--- src/pkg/sarcc_pkg.sv ---
// Shared constants and types of the converter control block.
// Assumes one external clock; all control inputs arrive synchronous to it.

package sarcc_pkg;

    // ************************************************************
    // Widths
    // ************************************************************
    localparam int RES_W = 8;
    localparam int PHASE_W = 3;
    localparam int NOTE_W = 3;

    // ************************************************************
    // Timing
    // ************************************************************
    // External clock period in ns
    localparam int EXT_CLK_PERIOD_NS = 10;
    // Internal clocks run at one eighth of the external clock
    localparam int INT_CLK_DIV = 8;
    localparam logic [PHASE_W-1:0] PHASE_LAST = PHASE_W'(INT_CLK_DIV - 1);
    // Interrupt set request lasts this many external clock periods
    localparam int SET_REQ_PERIODS = 8;
    localparam logic [NOTE_W-1:0] SET_REQ_LAST = NOTE_W'(SET_REQ_PERIODS - 1);

    // ************************************************************
    // Reset values
    // ************************************************************
    localparam logic [RES_W-1:0] RESULT_RST = 8'h00;
    localparam logic [PHASE_W-1:0] PHASE_RST = 3'h0;
    localparam logic [NOTE_W-1:0] NOTE_RST = 3'h0;
    localparam logic DONE_N_RST = 1'b1;

    // ************************************************************
    // Control sequencer states
    // ************************************************************
    typedef enum logic [4:0] {
        SARCC_ST_IDLE   = 5'b00001,
        SARCC_ST_HOLD   = 5'b00010,
        SARCC_ST_SEARCH = 5'b00100,
        SARCC_ST_XFER   = 5'b01000,
        SARCC_ST_NOTIFY = 5'b10000
    } sarcc_state_t;

    // Set the marked bit of the approximation word when the comparison keeps it
    function automatic logic [RES_W-1:0] sarcc_resolve(input logic [RES_W-1:0] word,
                                                       input logic [RES_W-1:0] marker,
                                                       input logic keep);
        sarcc_resolve = word | (marker & {RES_W{keep}});
    endfunction

endpackage

--- src/hw/sarcc_control.sv ---
// Conversion control and host port of an 8-bit successive-approximation converter.
// Assumes chip select, start and read strobes are synchronous to clock_i and that
// the comparator and ladder sit outside, driven by trial_o.
//
// Summary of operation
// - MSB first, eight steps in 64 clocks
// - Plain binary result, all ones full-scale
// - New start abandons conversion in progress
// - Start falling edge clears register and shifter
// - Select and start low hold reset
// - Conversion begins 1 to 8 clocks later
// - Start flop resets shifter, clears interrupt
// - Start clears only after set condition leaves
// - Marker leaving shifter loads output latch
// - Next latch enable sets interrupt flop
// - Internal clocks eighth rate, eight-clock request
// - Read held low still shows interrupt
// - Free-run: interrupt wired to start input
// - Free-run interrupt pulse cut by restart
// - Select and read low clear, enable
// - Select, start, read are active low
`timescale 1ns/1ps

module sarcc_control (
    // Clock and reset
    input wire logic clock_i,
    input wire logic rst_b_i,
    // Host control strobes, all active low
    input wire logic chip_select_n_i,
    input wire logic start_n_i,
    input wire logic read_n_i,
    // Comparator result for the current trial code
    input wire logic comparator_i,
    // Trial code towards the ladder switches
    output logic [sarcc_pkg::RES_W-1:0] trial_o,
    // Three-state result bus
    output logic [sarcc_pkg::RES_W-1:0] data_o,
    output logic data_oe_o,
    // End of conversion, active low
    output logic conversion_done_n_o,
    // Conversion in progress
    output logic busy_o
);
    import sarcc_pkg::*;

    // ************************************************************
    // State
    // ************************************************************

    typedef struct packed {
        sarcc_state_t state;
        logic [NOTE_W-1:0] note_cnt;
        logic done_n;
        logic [RES_W-1:0] data;
        logic data_oe;
        logic start_n_prev;
        logic start_fall;
        logic busy;
    } sarcc_ctl_st_t;

    sarcc_ctl_st_t st_q;
    sarcc_ctl_st_t st_d;

    logic tick;
    logic core_done;
    logic [RES_W-1:0] core_result;
    logic [RES_W-1:0] core_trial;
    logic set_cond;
    logic read_en;
    logic core_hold;

    // ************************************************************
    // Decoded host conditions
    // ************************************************************

    // Both strobes are active low; select must coincide with the strobe
    assign set_cond = !chip_select_n_i && !start_n_i;
    assign read_en = !chip_select_n_i && !read_n_i;
    // The start flop is the hold state; the shifter sits in reset meanwhile
    assign core_hold = (st_q.state == SARCC_ST_HOLD);

    // ************************************************************
    // Internal clocking and search datapath
    // ************************************************************

    // Divide-by-eight phase; every step of the search waits for a tick
    sarcc_phase_gen u_phase (
        .clock_i(clock_i),
        .rst_b_i(rst_b_i),
        .tick_o(tick)
    );

    // Approximation register with its marker shifter
    sarcc_sar_core u_core (
        .clock_i(clock_i),
        .rst_b_i(rst_b_i),
        .tick_i(tick),
        .hold_i(core_hold),
        .clear_i(st_q.start_fall),
        .comparator_i(comparator_i),
        .trial_o(core_trial),
        .result_o(core_result),
        .entry_o(),
        .done_o(core_done)
    );

    // ************************************************************
    // Sequencer
    // ************************************************************

    // Next-state logic; a start request overrides every other state
    always_comb begin
        st_d = st_q;
        st_d.start_n_prev = start_n_i;
        // Falling edge of start clears the search even with select high
        st_d.start_fall = st_q.start_n_prev && !start_n_i;
        st_d.data_oe = read_en;

        case (st_q.state)
            SARCC_ST_IDLE: begin
                st_d.note_cnt = NOTE_RST;
            end
            SARCC_ST_HOLD: begin
                // Release at the first internal tick after the set condition
                // has gone; the entry flop takes its one at that same tick, so
                // even a one-clock strobe starts within one internal period
                if (tick && !set_cond) begin
                    st_d.state = SARCC_ST_SEARCH;
                end
            end
            SARCC_ST_SEARCH: begin
                if (core_done) begin
                    st_d.data = core_result;
                    st_d.state = SARCC_ST_XFER;
                end
            end
            SARCC_ST_XFER: begin
                // The end-of-search latch is enabled by the next internal clock
                if (tick) begin
                    st_d.state = SARCC_ST_NOTIFY;
                    st_d.note_cnt = NOTE_RST;
                end
            end
            SARCC_ST_NOTIFY: begin
                // Set request stands for one internal period
                st_d.note_cnt = st_q.note_cnt + 3'h1;
                if (st_q.note_cnt == SET_REQ_LAST) begin
                    st_d.state = SARCC_ST_IDLE;
                end
            end
            default: begin
                st_d.state = SARCC_ST_IDLE;
                st_d.note_cnt = NOTE_RST;
            end
        endcase

        // A bare falling start edge with select high leaves an empty shifter
        if (st_q.start_fall && !set_cond && (st_q.state == SARCC_ST_SEARCH)) begin
            st_d.state = SARCC_ST_IDLE;
        end

        // Select with start low sets the start flop from any state
        if (set_cond) begin
            st_d.state = SARCC_ST_HOLD;
            st_d.note_cnt = NOTE_RST;
        end

        // Interrupt flop: set request wins over the read clear, which is
        // what keeps the flag visible with the outputs always enabled.
        // A restart drops the set request, so in free-run mode the pulse
        // lasts only the one cycle the strobe takes to come round.
        if (st_d.state == SARCC_ST_NOTIFY) begin
            st_d.done_n = 1'b0;
        end else if (read_en || set_cond) begin
            st_d.done_n = 1'b1;
        end

        st_d.busy = (st_d.state == SARCC_ST_HOLD) || (st_d.state == SARCC_ST_SEARCH)
                    || (st_d.state == SARCC_ST_XFER);
    end

    // ************************************************************
    // State register
    // ************************************************************

    // Asynchronous reset puts the logic in the same rest state that a
    // power-up start pulse would reach
    always_ff @(posedge clock_i or negedge rst_b_i) begin
        if (!rst_b_i) begin
            st_q <= '{state: SARCC_ST_IDLE, note_cnt: NOTE_RST, done_n: DONE_N_RST, data: RESULT_RST,
                      data_oe: 1'b0, start_n_prev: 1'b1, start_fall: 1'b0, busy: 1'b0};
        end else begin
            st_q <= st_d;
        end
    end

    // ************************************************************
    // Outputs
    // ************************************************************

    // All outputs come straight from flops
    assign data_o = st_q.data;
    assign data_oe_o = st_q.data_oe;
    assign conversion_done_n_o = st_q.done_n;
    assign busy_o = st_q.busy;
    assign trial_o = core_trial;

endmodule // sarcc_control

--- src/hw/sarcc_phase_gen.sv ---
// Internal clock phase generator of the converter control block.
// Assumes clock_i is the external converter clock; emits one tick per eight.
`timescale 1ns/1ps

module sarcc_phase_gen (
    // Clock and reset
    input wire logic clock_i,
    input wire logic rst_b_i,
    // Internal clock tick
    output logic tick_o
);
    import sarcc_pkg::*;

    typedef struct packed {
        logic [PHASE_W-1:0] phase;
        logic tick;
    } sarcc_phase_st_t;

    sarcc_phase_st_t st_q;
    sarcc_phase_st_t st_d;

    // Free-running divider; a tick stands in for one internal clock edge
    always_comb begin
        st_d = st_q;
        st_d.phase = st_q.phase + 3'h1;
        st_d.tick = (st_q.phase == PHASE_LAST);
    end

    // State register
    always_ff @(posedge clock_i or negedge rst_b_i) begin
        if (!rst_b_i) begin
            st_q <= '{phase: PHASE_RST, tick: 1'b0};
        end else begin
            st_q <= st_d;
        end
    end

    assign tick_o = st_q.tick;

endmodule // sarcc_phase_gen

--- src/hw/sarcc_sar_core.sv ---
// Approximation register, marker shift register and entry flop.
// Assumes comparator_i reflects the ladder for trial_o at each tick.
`timescale 1ns/1ps

module sarcc_sar_core (
    // Clock and reset
    input wire logic clock_i,
    input wire logic rst_b_i,
    // Sequencing
    input wire logic tick_i,
    input wire logic hold_i,
    input wire logic clear_i,
    // Comparator
    input wire logic comparator_i,
    // Results
    output logic [sarcc_pkg::RES_W-1:0] trial_o,
    output logic [sarcc_pkg::RES_W-1:0] result_o,
    output logic entry_o,
    output logic done_o
);
    import sarcc_pkg::*;

    typedef struct packed {
        logic entry;
        logic [RES_W-1:0] marker;
        logic [RES_W-1:0] approx;
        logic [RES_W-1:0] trial;
        logic done;
    } sarcc_core_st_t;

    sarcc_core_st_t st_q;
    sarcc_core_st_t st_d;

    // One comparison per internal tick, most significant bit first
    always_comb begin
        st_d = st_q;
        st_d.done = 1'b0;
        if (hold_i || clear_i) begin
            st_d.marker = RESULT_RST;
            st_d.approx = RESULT_RST;
            st_d.entry = hold_i && (st_q.entry || tick_i);
        end else if (tick_i) begin
            st_d.approx = sarcc_resolve(st_q.approx, st_q.marker, comparator_i);
            st_d.marker = {st_q.entry, st_q.marker[RES_W-1:1]};
            st_d.entry = 1'b0;
            st_d.done = st_q.marker[0];
        end
        // Ladder trial: settled bits plus the bit under test
        st_d.trial = st_d.approx | st_d.marker;
    end

    // State register
    always_ff @(posedge clock_i or negedge rst_b_i) begin
        if (!rst_b_i) begin
            st_q <= '{entry: 1'b0, marker: RESULT_RST, approx: RESULT_RST, trial: RESULT_RST, done: 1'b0};
        end else begin
            st_q <= st_d;
        end
    end

    assign trial_o = st_q.trial;
    assign result_o = st_q.approx;
    assign entry_o = st_q.entry;
    assign done_o = st_q.done;

endmodule // sarcc_sar_core

--- config.mk ---
export PLATFORM = sky130hd
export DESIGN_NAME = sarcc_control
export DESIGN_NICKNAME = d
export VERILOG_FILES = /design/src/pkg/sarcc_pkg.sv /design/src/hw/sarcc_control.sv /design/src/hw/sarcc_phase_gen.sv /design/src/hw/sarcc_sar_core.sv
export SDC_FILE = /design/constraint.sdc
export NUM_CORES = 1
export LEC_CHECK = 0
export BUFFER_PORTS_ARGS = -buffer_cell sky130_fd_sc_hd__buf_2
export CORE_ASPECT_RATIO = 0.75
export CORE_MARGIN = 2
export CORE_UTILIZATION = 35
export CTS_CLUSTER_SIZE = 20
export DETAILED_ROUTE_END_ITERATION = 10
export PLACE_DENSITY_LB_ADDON = 0.08
export SYNTH_ARGS = -nofsm -noshare
export SYNTH_HDL_FRONTEND = slang
export SYNTH_SLANG_ARGS = --single-unit
export TNS_END_PERCENT = 10
--- constraint.sdc ---
create_clock -name clock_i -period 3.3 [get_ports clock_i]
set_clock_uncertainty 0.2 [all_clocks]
set_input_delay 0.99 -clock clock_i [delete_from_list [all_inputs] [get_ports clock_i]]
set_output_delay 0.99 -clock clock_i [all_outputs]
set_load 0.05 [all_outputs]
# Word-level counts from Yosys, hierarchy flattened

Cells that the tools add are included.

Register bits after elaboration: 51
Latch bits: 0
Memory bits (writable): 0
Memory bits (read-only): 0
Bits of input ports: 6
Output and inout port bits: 19
Word-level logic and storage cells: 68
Memories: 0

$add $sub $neg: 2
Multipliers: 0
Div/mod/pow operators: 0
Magnitude comparators: 0
Equal/unequal tests: 13
Shift-type cells: 0
Multiplexer cells: 14
Bitwise operators: 3
Reductions and logical operators: 21

Operators by type and width:

| kind                                           | count |
|---|---|
| 2-to-1 mux 17 bit                              | 2 |
| one-hot mux 5 bit (5 select lines)             | 1 |
| 2-to-1 mux 5 bit                               | 4 |
| 2-to-1 mux 8 bit                               | 2 |
| bitwise OR 8 bit                               | 2 |
| == test 5 x 2 -> 1 bit (second input constant) | 2 |
| == test 5 x 3 -> 1 bit (second input constant) | 2 |
| == test 5 x 4 -> 1 bit (second input constant) | 2 |
| == test 5 bit (second input constant)          | 2 |
| one-hot mux 3 bit (3 select lines)             | 1 |
| bitwise AND 8 bit                              | 1 |
| logical AND 1 bit                              | 7 |
| adder 3 x 1 -> 3 bit (second input constant)   | 2 |
| == test 3 bit (second input constant)          | 2 |
| == test 5 x 1 -> 1 bit (second input constant) | 1 |
| logical OR 1 bit                               | 5 |
| zero test 1 bit                                | 4 |
| 2-to-1 mux 1 bit                               | 4 |
| AND reduction 2 bit                            | 2 |
| nonzero test 2 bit                             | 2 |
| != test 3 x 2 -> 1 bit (second input constant) | 1 |
| != test 2 x 1 -> 1 bit (second input constant) | 1 |
| OR reduction 2 bit                             | 1 |

# Longest topological paths before layout

Gate-level depths: netlist (run 1).

Word-level depth: 11
Gate-level depth with buffers: 7
Depth with buffers taken out: 6

# By module

A second synthesis (run 1) with hierarchy kept.

Cells, all modules: 209
Area, all modules: 2372.3 µm²

By module, submodules not included:

| module          | instances | cells an instance | area each (µm²) | sequential area each (µm²) |
|---|---|---|---|---|
| sarcc_sar_core  | 1         | 104               | 1152.4          | 650.6 |
| sarcc_control   | 1         | 98                | 1091.0          | 529.3 |
| sarcc_phase_gen | 1         | 7                 | 128.9           | 100.1 |

# Worst setup path before layout (run 1)

Ideal clock, no wire load.

Path kind: input to register
Start point: input port start_n_i
End point: register st_q (netlist bit busy_o)
Library setup time: 0.067 ns
Arrival time: 1.753 ns
Required time: 3.033 ns
Setup slack: 1.280 ns
Stages on the path: 4
Path buffers: 0
Cells stage by stage: or2_2 a41oi_1 o21a_1 a311o_1

RTL lines:

| what                   | RTL line             | RTL |
|---|---|---|
| start: declaration     | sarcc_control.sv:30  | `input wire logic start_n_i,` |
| end signal: assignment | sarcc_control.sv:190 | `st_q <= '{state: SARCC_ST_IDLE, note_cnt: NOTE_RST, done_n: DONE_N_RST, data: RESULT_RST,` |
| end signal: assignment | sarcc_control.sv:193 | `st_q <= st_d;` |
| end: declaration       | sarcc_control.sv:61  | `sarcc_ctl_st_t st_q;` |

# Final worst setup path (run 1)

Start point: register u_phase.st_q (netlist bit u_phase.tick_o)
End point: register st_q[13] (netlist bit)

Cells in the longest elaborated chain, start to end: 2

RTL lines:

| what                                    | RTL line              | RTL |
|---|---|---|
| start: declaration                      | sarcc_phase_gen.sv:19 | `sarcc_phase_st_t st_q;` |
| start signal: assignment                | sarcc_phase_gen.sv:32 | `st_q <= '{phase: PHASE_RST, tick: 1'b0};` |
| start signal: assignment                | sarcc_phase_gen.sv:34 | `st_q <= st_d;` |
| != test 3 x 2 -> 1 bit (no source line) | -                     |  |
| AND reduction 2 bit (no source line)    | -                     |  |

No other way between the ends.
A chain may end at the register's enable or synchronous reset.

==> out/metrics.cfg, run 1 <==
[status]
status=finished, final reports clean

[worst_setup_path]
crit_end=st_q[13]
crit_buf_inv=0
cpPeakStageDelay_ps=720
critPathArrivalTime_ps=2330
critical_path_class=flop to flop
worst_path_max_delay_cell=dfrtp_1
path_delay_family=simple AND/OR/NAND/NOR gates
rrSetupSlack_ps=1010
reg2reg_depth=4
cp-end-kind=flop
rr_startpoint=u_phase.tick_o
startpoint_type=flop
r2r-end=st_q[13]
required_ps=3330
crit_path_max_fanout=25
crit_cells=4
crit_chain=nor3b_1, o31ai_1, nor4_1, mux2_2
startpoint=u_phase.tick_o

[placed_design]
portBuffers=24
globalplace.congestion=0.868
post-dp-hpwl_um=2790

[clock_network]
clockBufferDepth=2
numCtsBuffers=5
cts-resized-gates=0
ctsHoldBuffers=0
worstSkewPairLatency_ps=290
cts-root-buf=clkbuf_8
cts_tree=yes
post_cts_buffers=0
cts_max_level=2
cts.sinks=51
clk_pin_slew_ps=80

[sta]
max_freq_ghz=0.436
finalSetupViolations=0
tightest_slew_ps=932
fin_tns_setup_ps=0
timing.hold.ws_ps=234
drv_slew=0
slew_headroom_pct=37.9
min_period_ps=2290
finalHoldViolations=0
rsz0062_at_grt=false
fin_crit_sh_pct=69.5

[global_route]
grt_max_degree=31
antenna_found_initial=0
grt_pass1_vias=1384
grt_pass1_wl_um=6730
grtUsageTotal_pct=12.0
overflow=0

[pwr]
seqPwrFrac_pct=56.1
power_switching_uw=278
leakagePower_uw=0.00118
swShare_pct=23.6
p_per_area_mw_per_mm2=486
p_int_uw=899
clock_power_share_pct=35.0
comb_power_share_pct=8.9
ir_drop_mv=0.167

[detailed_routing]
drt_iter0_drc=64
ant_nets=0
drc=0
via_per_inst=4.99
wirelength_um=4090
post_drt_wl_per_cell_um=14.4
vias=1418
drt_first_pass_iters=4

[synthesis]
netlist_top_cells_area=dfrtp_1 (53%), buf_4 (5.9%), nor2_1 (5.9%)
yosysSeqAreaShare_pct=56.0
yosysWarnings=0
synth_fp_nets=208
synth_seq_cells=51
synth_edf_count=0
syn-cell-area_mm2=0.00228
synth_area_per_cell_um2=11.5
yosysTopAreaCell=dfrtp_1
synth_top_cell_area_share_pct=52.6
async_reset_ff_share_pct=100
netlist_instances=198
synth_cell_type_count=41
synth_top_flop_cell=dfrtp_1

[layout]
antenna_cells=0
drive_gt1_share_pct=24.1
final_nets=213
num-fill-cells=627
flow.area_growth_from_synthesis_pct=6.02

[die]
row_count=25
fp.dieW_um=97.3
die_h_um=74.0
core_area_mm2=0.00632
dieArea_mm2=0.00720
start_util_pct=36.2
io_pins=25

[flow_run]
max_cap_violations=0

[worst_hold_path]
whs_path_depth=1
hold_class=flop to flop

[cells in the mapped netlist, drive strengths merged (3+ instances only)]
cell    instances
mux2i           9
buf            27
ha              4
dfrtp          48
mux2            9
nor2           36
dfstp           3
a21oi          10
a221oi          8
nor2b           3
[worst min path at each step]
stage / start / to / slack (ps)
after floorplan: u_phase.st_q[1] / u_phase.st_q[1] / 200
after global placement: u_phase.st_q[1] / u_phase.st_q[1] / 210
after global routing: u_phase.st_q[1] / u_phase.st_q[1] / 260
final: u_phase.st_q[1] / u_phase.st_q[1] / 230
after CTS: u_phase.st_q[1] / u_phase.st_q[1] / 230
after detailed placement: u_phase.st_q[1] / u_phase.st_q[1] / 220
[logic make-up after synthesis]
logic type | count (synthesis) | share of synthesized area (%)
simple gates | 61 | 13.4
flops | 51 | 56.0
compound gates | 33 | 10.5
buf+inv | 30 | 9.15
mux | 18 | 8.38
fa+ha+maj | 4 | 2.19
xor+xnor | 1 | 0.383
[area by class of cell]
class                           instances  area [µm²]  share of cell area (%)
Clock buffer                            6        72.6                    3.00
Clock inverter                          1        30.0                    1.24
Inverter                                2        7.51                   0.310
Multi-Input combinational cell        117         796                    32.9
Sequential cell                        51        1280                    52.8
Tap cell                               81         101                    4.18
Timing Repair Buffer                   26         135                    5.58
[power by group through the flow]
stage	clock, µW	sequential (µW)	combinational [µW]
after CTS	432	659	106
after floorplan	0	672	72.5
after global placement	0	671	104
after detailed placement	0	672	106
after global routing	453	662	118
final	412	660	105
[sequential cells by signal, summed over array words and instances, names as in the netlist]
register and flops:
u_core.result_o 8, u_core.st_q 8, data_oe_o 1, data_o 8
u_phase.st_q 3, st_q 10, u_core.trial_o 8, conversion_done_n_o 1
u_phase.tick_o 1, u_core.entry_o 1, u_core.done_o 1, busy_o 1
[per-stage QoR]
step           std cells  setup slack (ps)  instance area, µm²  util [%]  total power, µW
2_1_floorplan        198              1280                2280         -              744
3_3_place_gp         277              1030                2320      36.7              776
3_5_place_dp         277               987                2320      36.7              777
4_1_cts              284              1010                2420      38.3             1200
5_1_grt              284               865                2420      38.3             1230
6_report             284              1010                2420      38.3             1180
[per-layer routing]
| layer | wire length, µm | up-vias | track usage [%] |
|---|---|---|---|
| met3 | 222 | 4 | 3.48 |
| met5 | 0 | - | 0 |
| met4 | 41 | 0 | 4.17 |
| li1 | - | 687 | - |
| met1 | 2090 | 690 | 17.3 |
| met2 | 1730 | 37 | 17.5 |
[cells in the final DEF (no fill, tap or decap), drive strengths merged, types with 3 or more instances in the layout]
master / count
dfrtp: 48
nor2: 36
buf: 26
a21oi: 10
mux2i: 9
mux2: 9
a221oi: 8
clkbuf: 6
ha: 4
dfstp: 3
nor2b: 3
[worst reg2reg max path, cell delays in order, from the launching register on]
cell and delay [ps]:
dfrtp_1 720, nor3b_1 420, o31ai_1 110, nor4_1 510
mux2_2 270
Note: power is estimated with default switching activity, not from simulation.
==> run 2, diff against run 1 <==
- clock period: 3.3 -> 2.3 ns (I/O delays scaled with it)
==> run 2 against run 1 <==
Sequential power increased by 43%. Worst hold slack got worse by 99 ps. Routed wire length rose by 1.6%. Final area is 1.6% higher. Critical path type is now flop to output pin. Via count increased by 0.71%. First-iteration DRC count up 50%. Combinational power up 51%. Die area did not move. Clock power up 31%.
==> out/metrics.cfg, run 2 (synthesis results as in run 1) <==
[die]
fp.dieW_um=97.3  ; unchanged
row_count=25  ; unchanged
core_area_mm2=0.00632  ; unchanged
die_h_um=74.0  ; unchanged
start_util_pct=36.2  ; unchanged
dieArea_mm2=0.00720  ; unchanged
io_pins=25  ; unchanged

[worst_setup_path]
critical_path_class=flop to output pin
path_delay_family=flip-flops
startpoint_type=flop
critPathArrivalTime_ps=1090  ; -1240 ps
crit_buf_inv=1  ; +1
cp-end-kind=output pin
required_ps=1410  ; -1920 ps
crit_path_max_fanout=2  ; -92%
worst_path_max_delay_cell=dfstp_2
crit_chain=buf_2
cpPeakStageDelay_ps=540  ; -180 ps

[pwr]
ir_drop_mv=0.235  ; +41%
swShare_pct=25.6  ; +2.1 points
p_int_uw=1220  ; +36%
power_switching_uw=422  ; +52%
seqPwrFrac_pct=57.5  ; +1.4 points
clock_power_share_pct=32.8  ; -2.2 points
p_per_area_mw_per_mm2=668  ; +38%
leakagePower_uw=0.00121  ; +1.9%
comb_power_share_pct=9.7  ; +0.8 points

[detailed_routing]
via_per_inst=4.94  ; -1.0%
drc=0  ; unchanged
wirelength_um=4150  ; +1.6%
drt_first_pass_iters=4  ; unchanged
ant_nets=0  ; unchanged
vias=1428  ; +0.71%
drt_iter0_drc=96  ; +50%
post_drt_wl_per_cell_um=14.4  ; -0.19%

[placed_design]
post-dp-hpwl_um=2870  ; +2.7%
globalplace.congestion=0.905  ; +4.3%
portBuffers=24  ; unchanged
place_inst=281  ; +1.4%
place_area_mm2=0.00236  ; +1.8%

[global_route]
antenna_found_initial=0  ; unchanged
grt_max_degree=34  ; +9.7%
grt_pass1_wl_um=7120  ; +5.7%
grt_pass1_vias=1416  ; +2.3%
grtUsageTotal_pct=12.8  ; +0.79 points
overflow=0  ; unchanged

[layout]
stdcell_count=289  ; +1.8%
drive_gt1_share_pct=26.4  ; +2.3 points
regArea_mm2=0.00128  ; unchanged
top_register=st_q
mostFrequentLayoutCells=dfrtp_1 (48), nor2_1 (36), buf_2 (24)
num-fill-cells=612  ; -2.4%
largest_register_ffs=10  ; unchanged
final_nets=217  ; +1.9%
antenna_cells=0  ; unchanged
flow.area_growth_from_synthesis_pct=7.72
final_common_cell=dfrtp_1
multiInputGateArea_um2=796  ; unchanged
final_util_pct=39.0  ; +0.61 points
finish.instance_area_mm2=0.00246  ; +1.6%

[clock_network]
clk_pin_slew_ps=90  ; about the same
cts-resized-gates=0  ; unchanged
cts.sinks=51  ; unchanged
post_cts_buffers=0  ; unchanged
cts-root-buf=clkbuf_8
numCtsBuffers=5  ; unchanged
clockBufferDepth=2  ; unchanged
ctsHoldBuffers=0  ; unchanged
worstSkewPairLatency_ps=300  ; about the same
cts_max_level=2  ; unchanged
cts_tree=yes

[flow_run]
max_cap_violations=0  ; unchanged

[status]
status=finished, final reports clean

[sta]
finalSetupViolations=0  ; unchanged
tightest_slew_ps=576  ; -356 ps
rsz0062_at_grt=false
fin_crit_sh_pct=86.2
slew_headroom_pct=61.2  ; +23 points
finalHoldViolations=0  ; unchanged
fin_tns_setup_ps=0  ; unchanged
drv_slew=0  ; unchanged
min_period_ps=1980
max_freq_ghz=0.505

[worst_hold_path]
hold_class=primary input to asynchronous set/reset pin

run 2: changes by cell type in the layout (fill, tap and decap cells not counted):
| cell | previous run | this run |
|---|---|---|
| buf_12 | 0 | 1 |
| clkinvlp_4 | 0 | 1 |
| clkbuf_8 | 5 | 6 |
| buf_4 | 2 | 5 |
| clkbuf_1 | 1 | 0 |
| clkinv_4 | 0 | 1 |
| bufinv_16 | 1 | 0 |
run 2: area by class of cell:
cell class / count / area share, %
Tap cell: 81 / 4.12
Sequential cell: 51 / 52.0
Multi-Input combinational cell: 117 / 32.3
Inverter: 2 / 0.305
Clock inverter: 2 / 0.661
Clock buffer: 6 / 3.36
Timing Repair Buffer: 30 / 7.22
run 2: metal layers:
layer	part of all wire, %	GRT usage, %	wire, µm	vias up
met3	6.0	4.14	248	5
met4	1.1	4.78	44	0
met1	51	18.8	2130	692
li1	-	-	-	696
met5	0	0	0	-
met2	42	17.6	1720	35
run 2: through the flow:
stage / total power (µW) / setup slack (ps) / hold slack (ps)
global placement: 1120 / 357 / 211
floorplan: 1070 / 580 / 194
CTS: 1670 / 296 / 143
detailed placement: 1120 / 316 / 221
finish: 1640 / 318 / 135
global route: 1730 / 252 / 163
run 2: power groups by stage:
stage / Combinational [µW] / Clock (µW) / Sequential, µW
finish: 159 / 539 / 946
global route: 178 / 598 / 950
floorplan: 104 / 0 / 964
CTS: 160 / 567 / 944
global placement: 161 / 0 / 963
detailed placement: 159 / 0 / 962
run 2: path summary, 6_finish.rpt:
| check | start | to | slack (ps) | depth (start not counted) |
|---|---|---|---|---|
| setup / recovery | conversion_done_n_o | conversion_done_n_o | 320 | 1 |
| hold / removal | rst_b_i | data_o[5] | 140 | 1 |
| setup reg to reg | st_q[19] | st_q[13] | 370 | 4 |
| hold reg to reg | u_phase.st_q[1] | u_phase.st_q[1] | 230 | 1 |
| max in group asynchronous | rst_b_i | st_q[16] | 1170 | 2 |
| min in group clock_i | u_phase.st_q[1] | u_phase.st_q[1] | 230 | 1 |
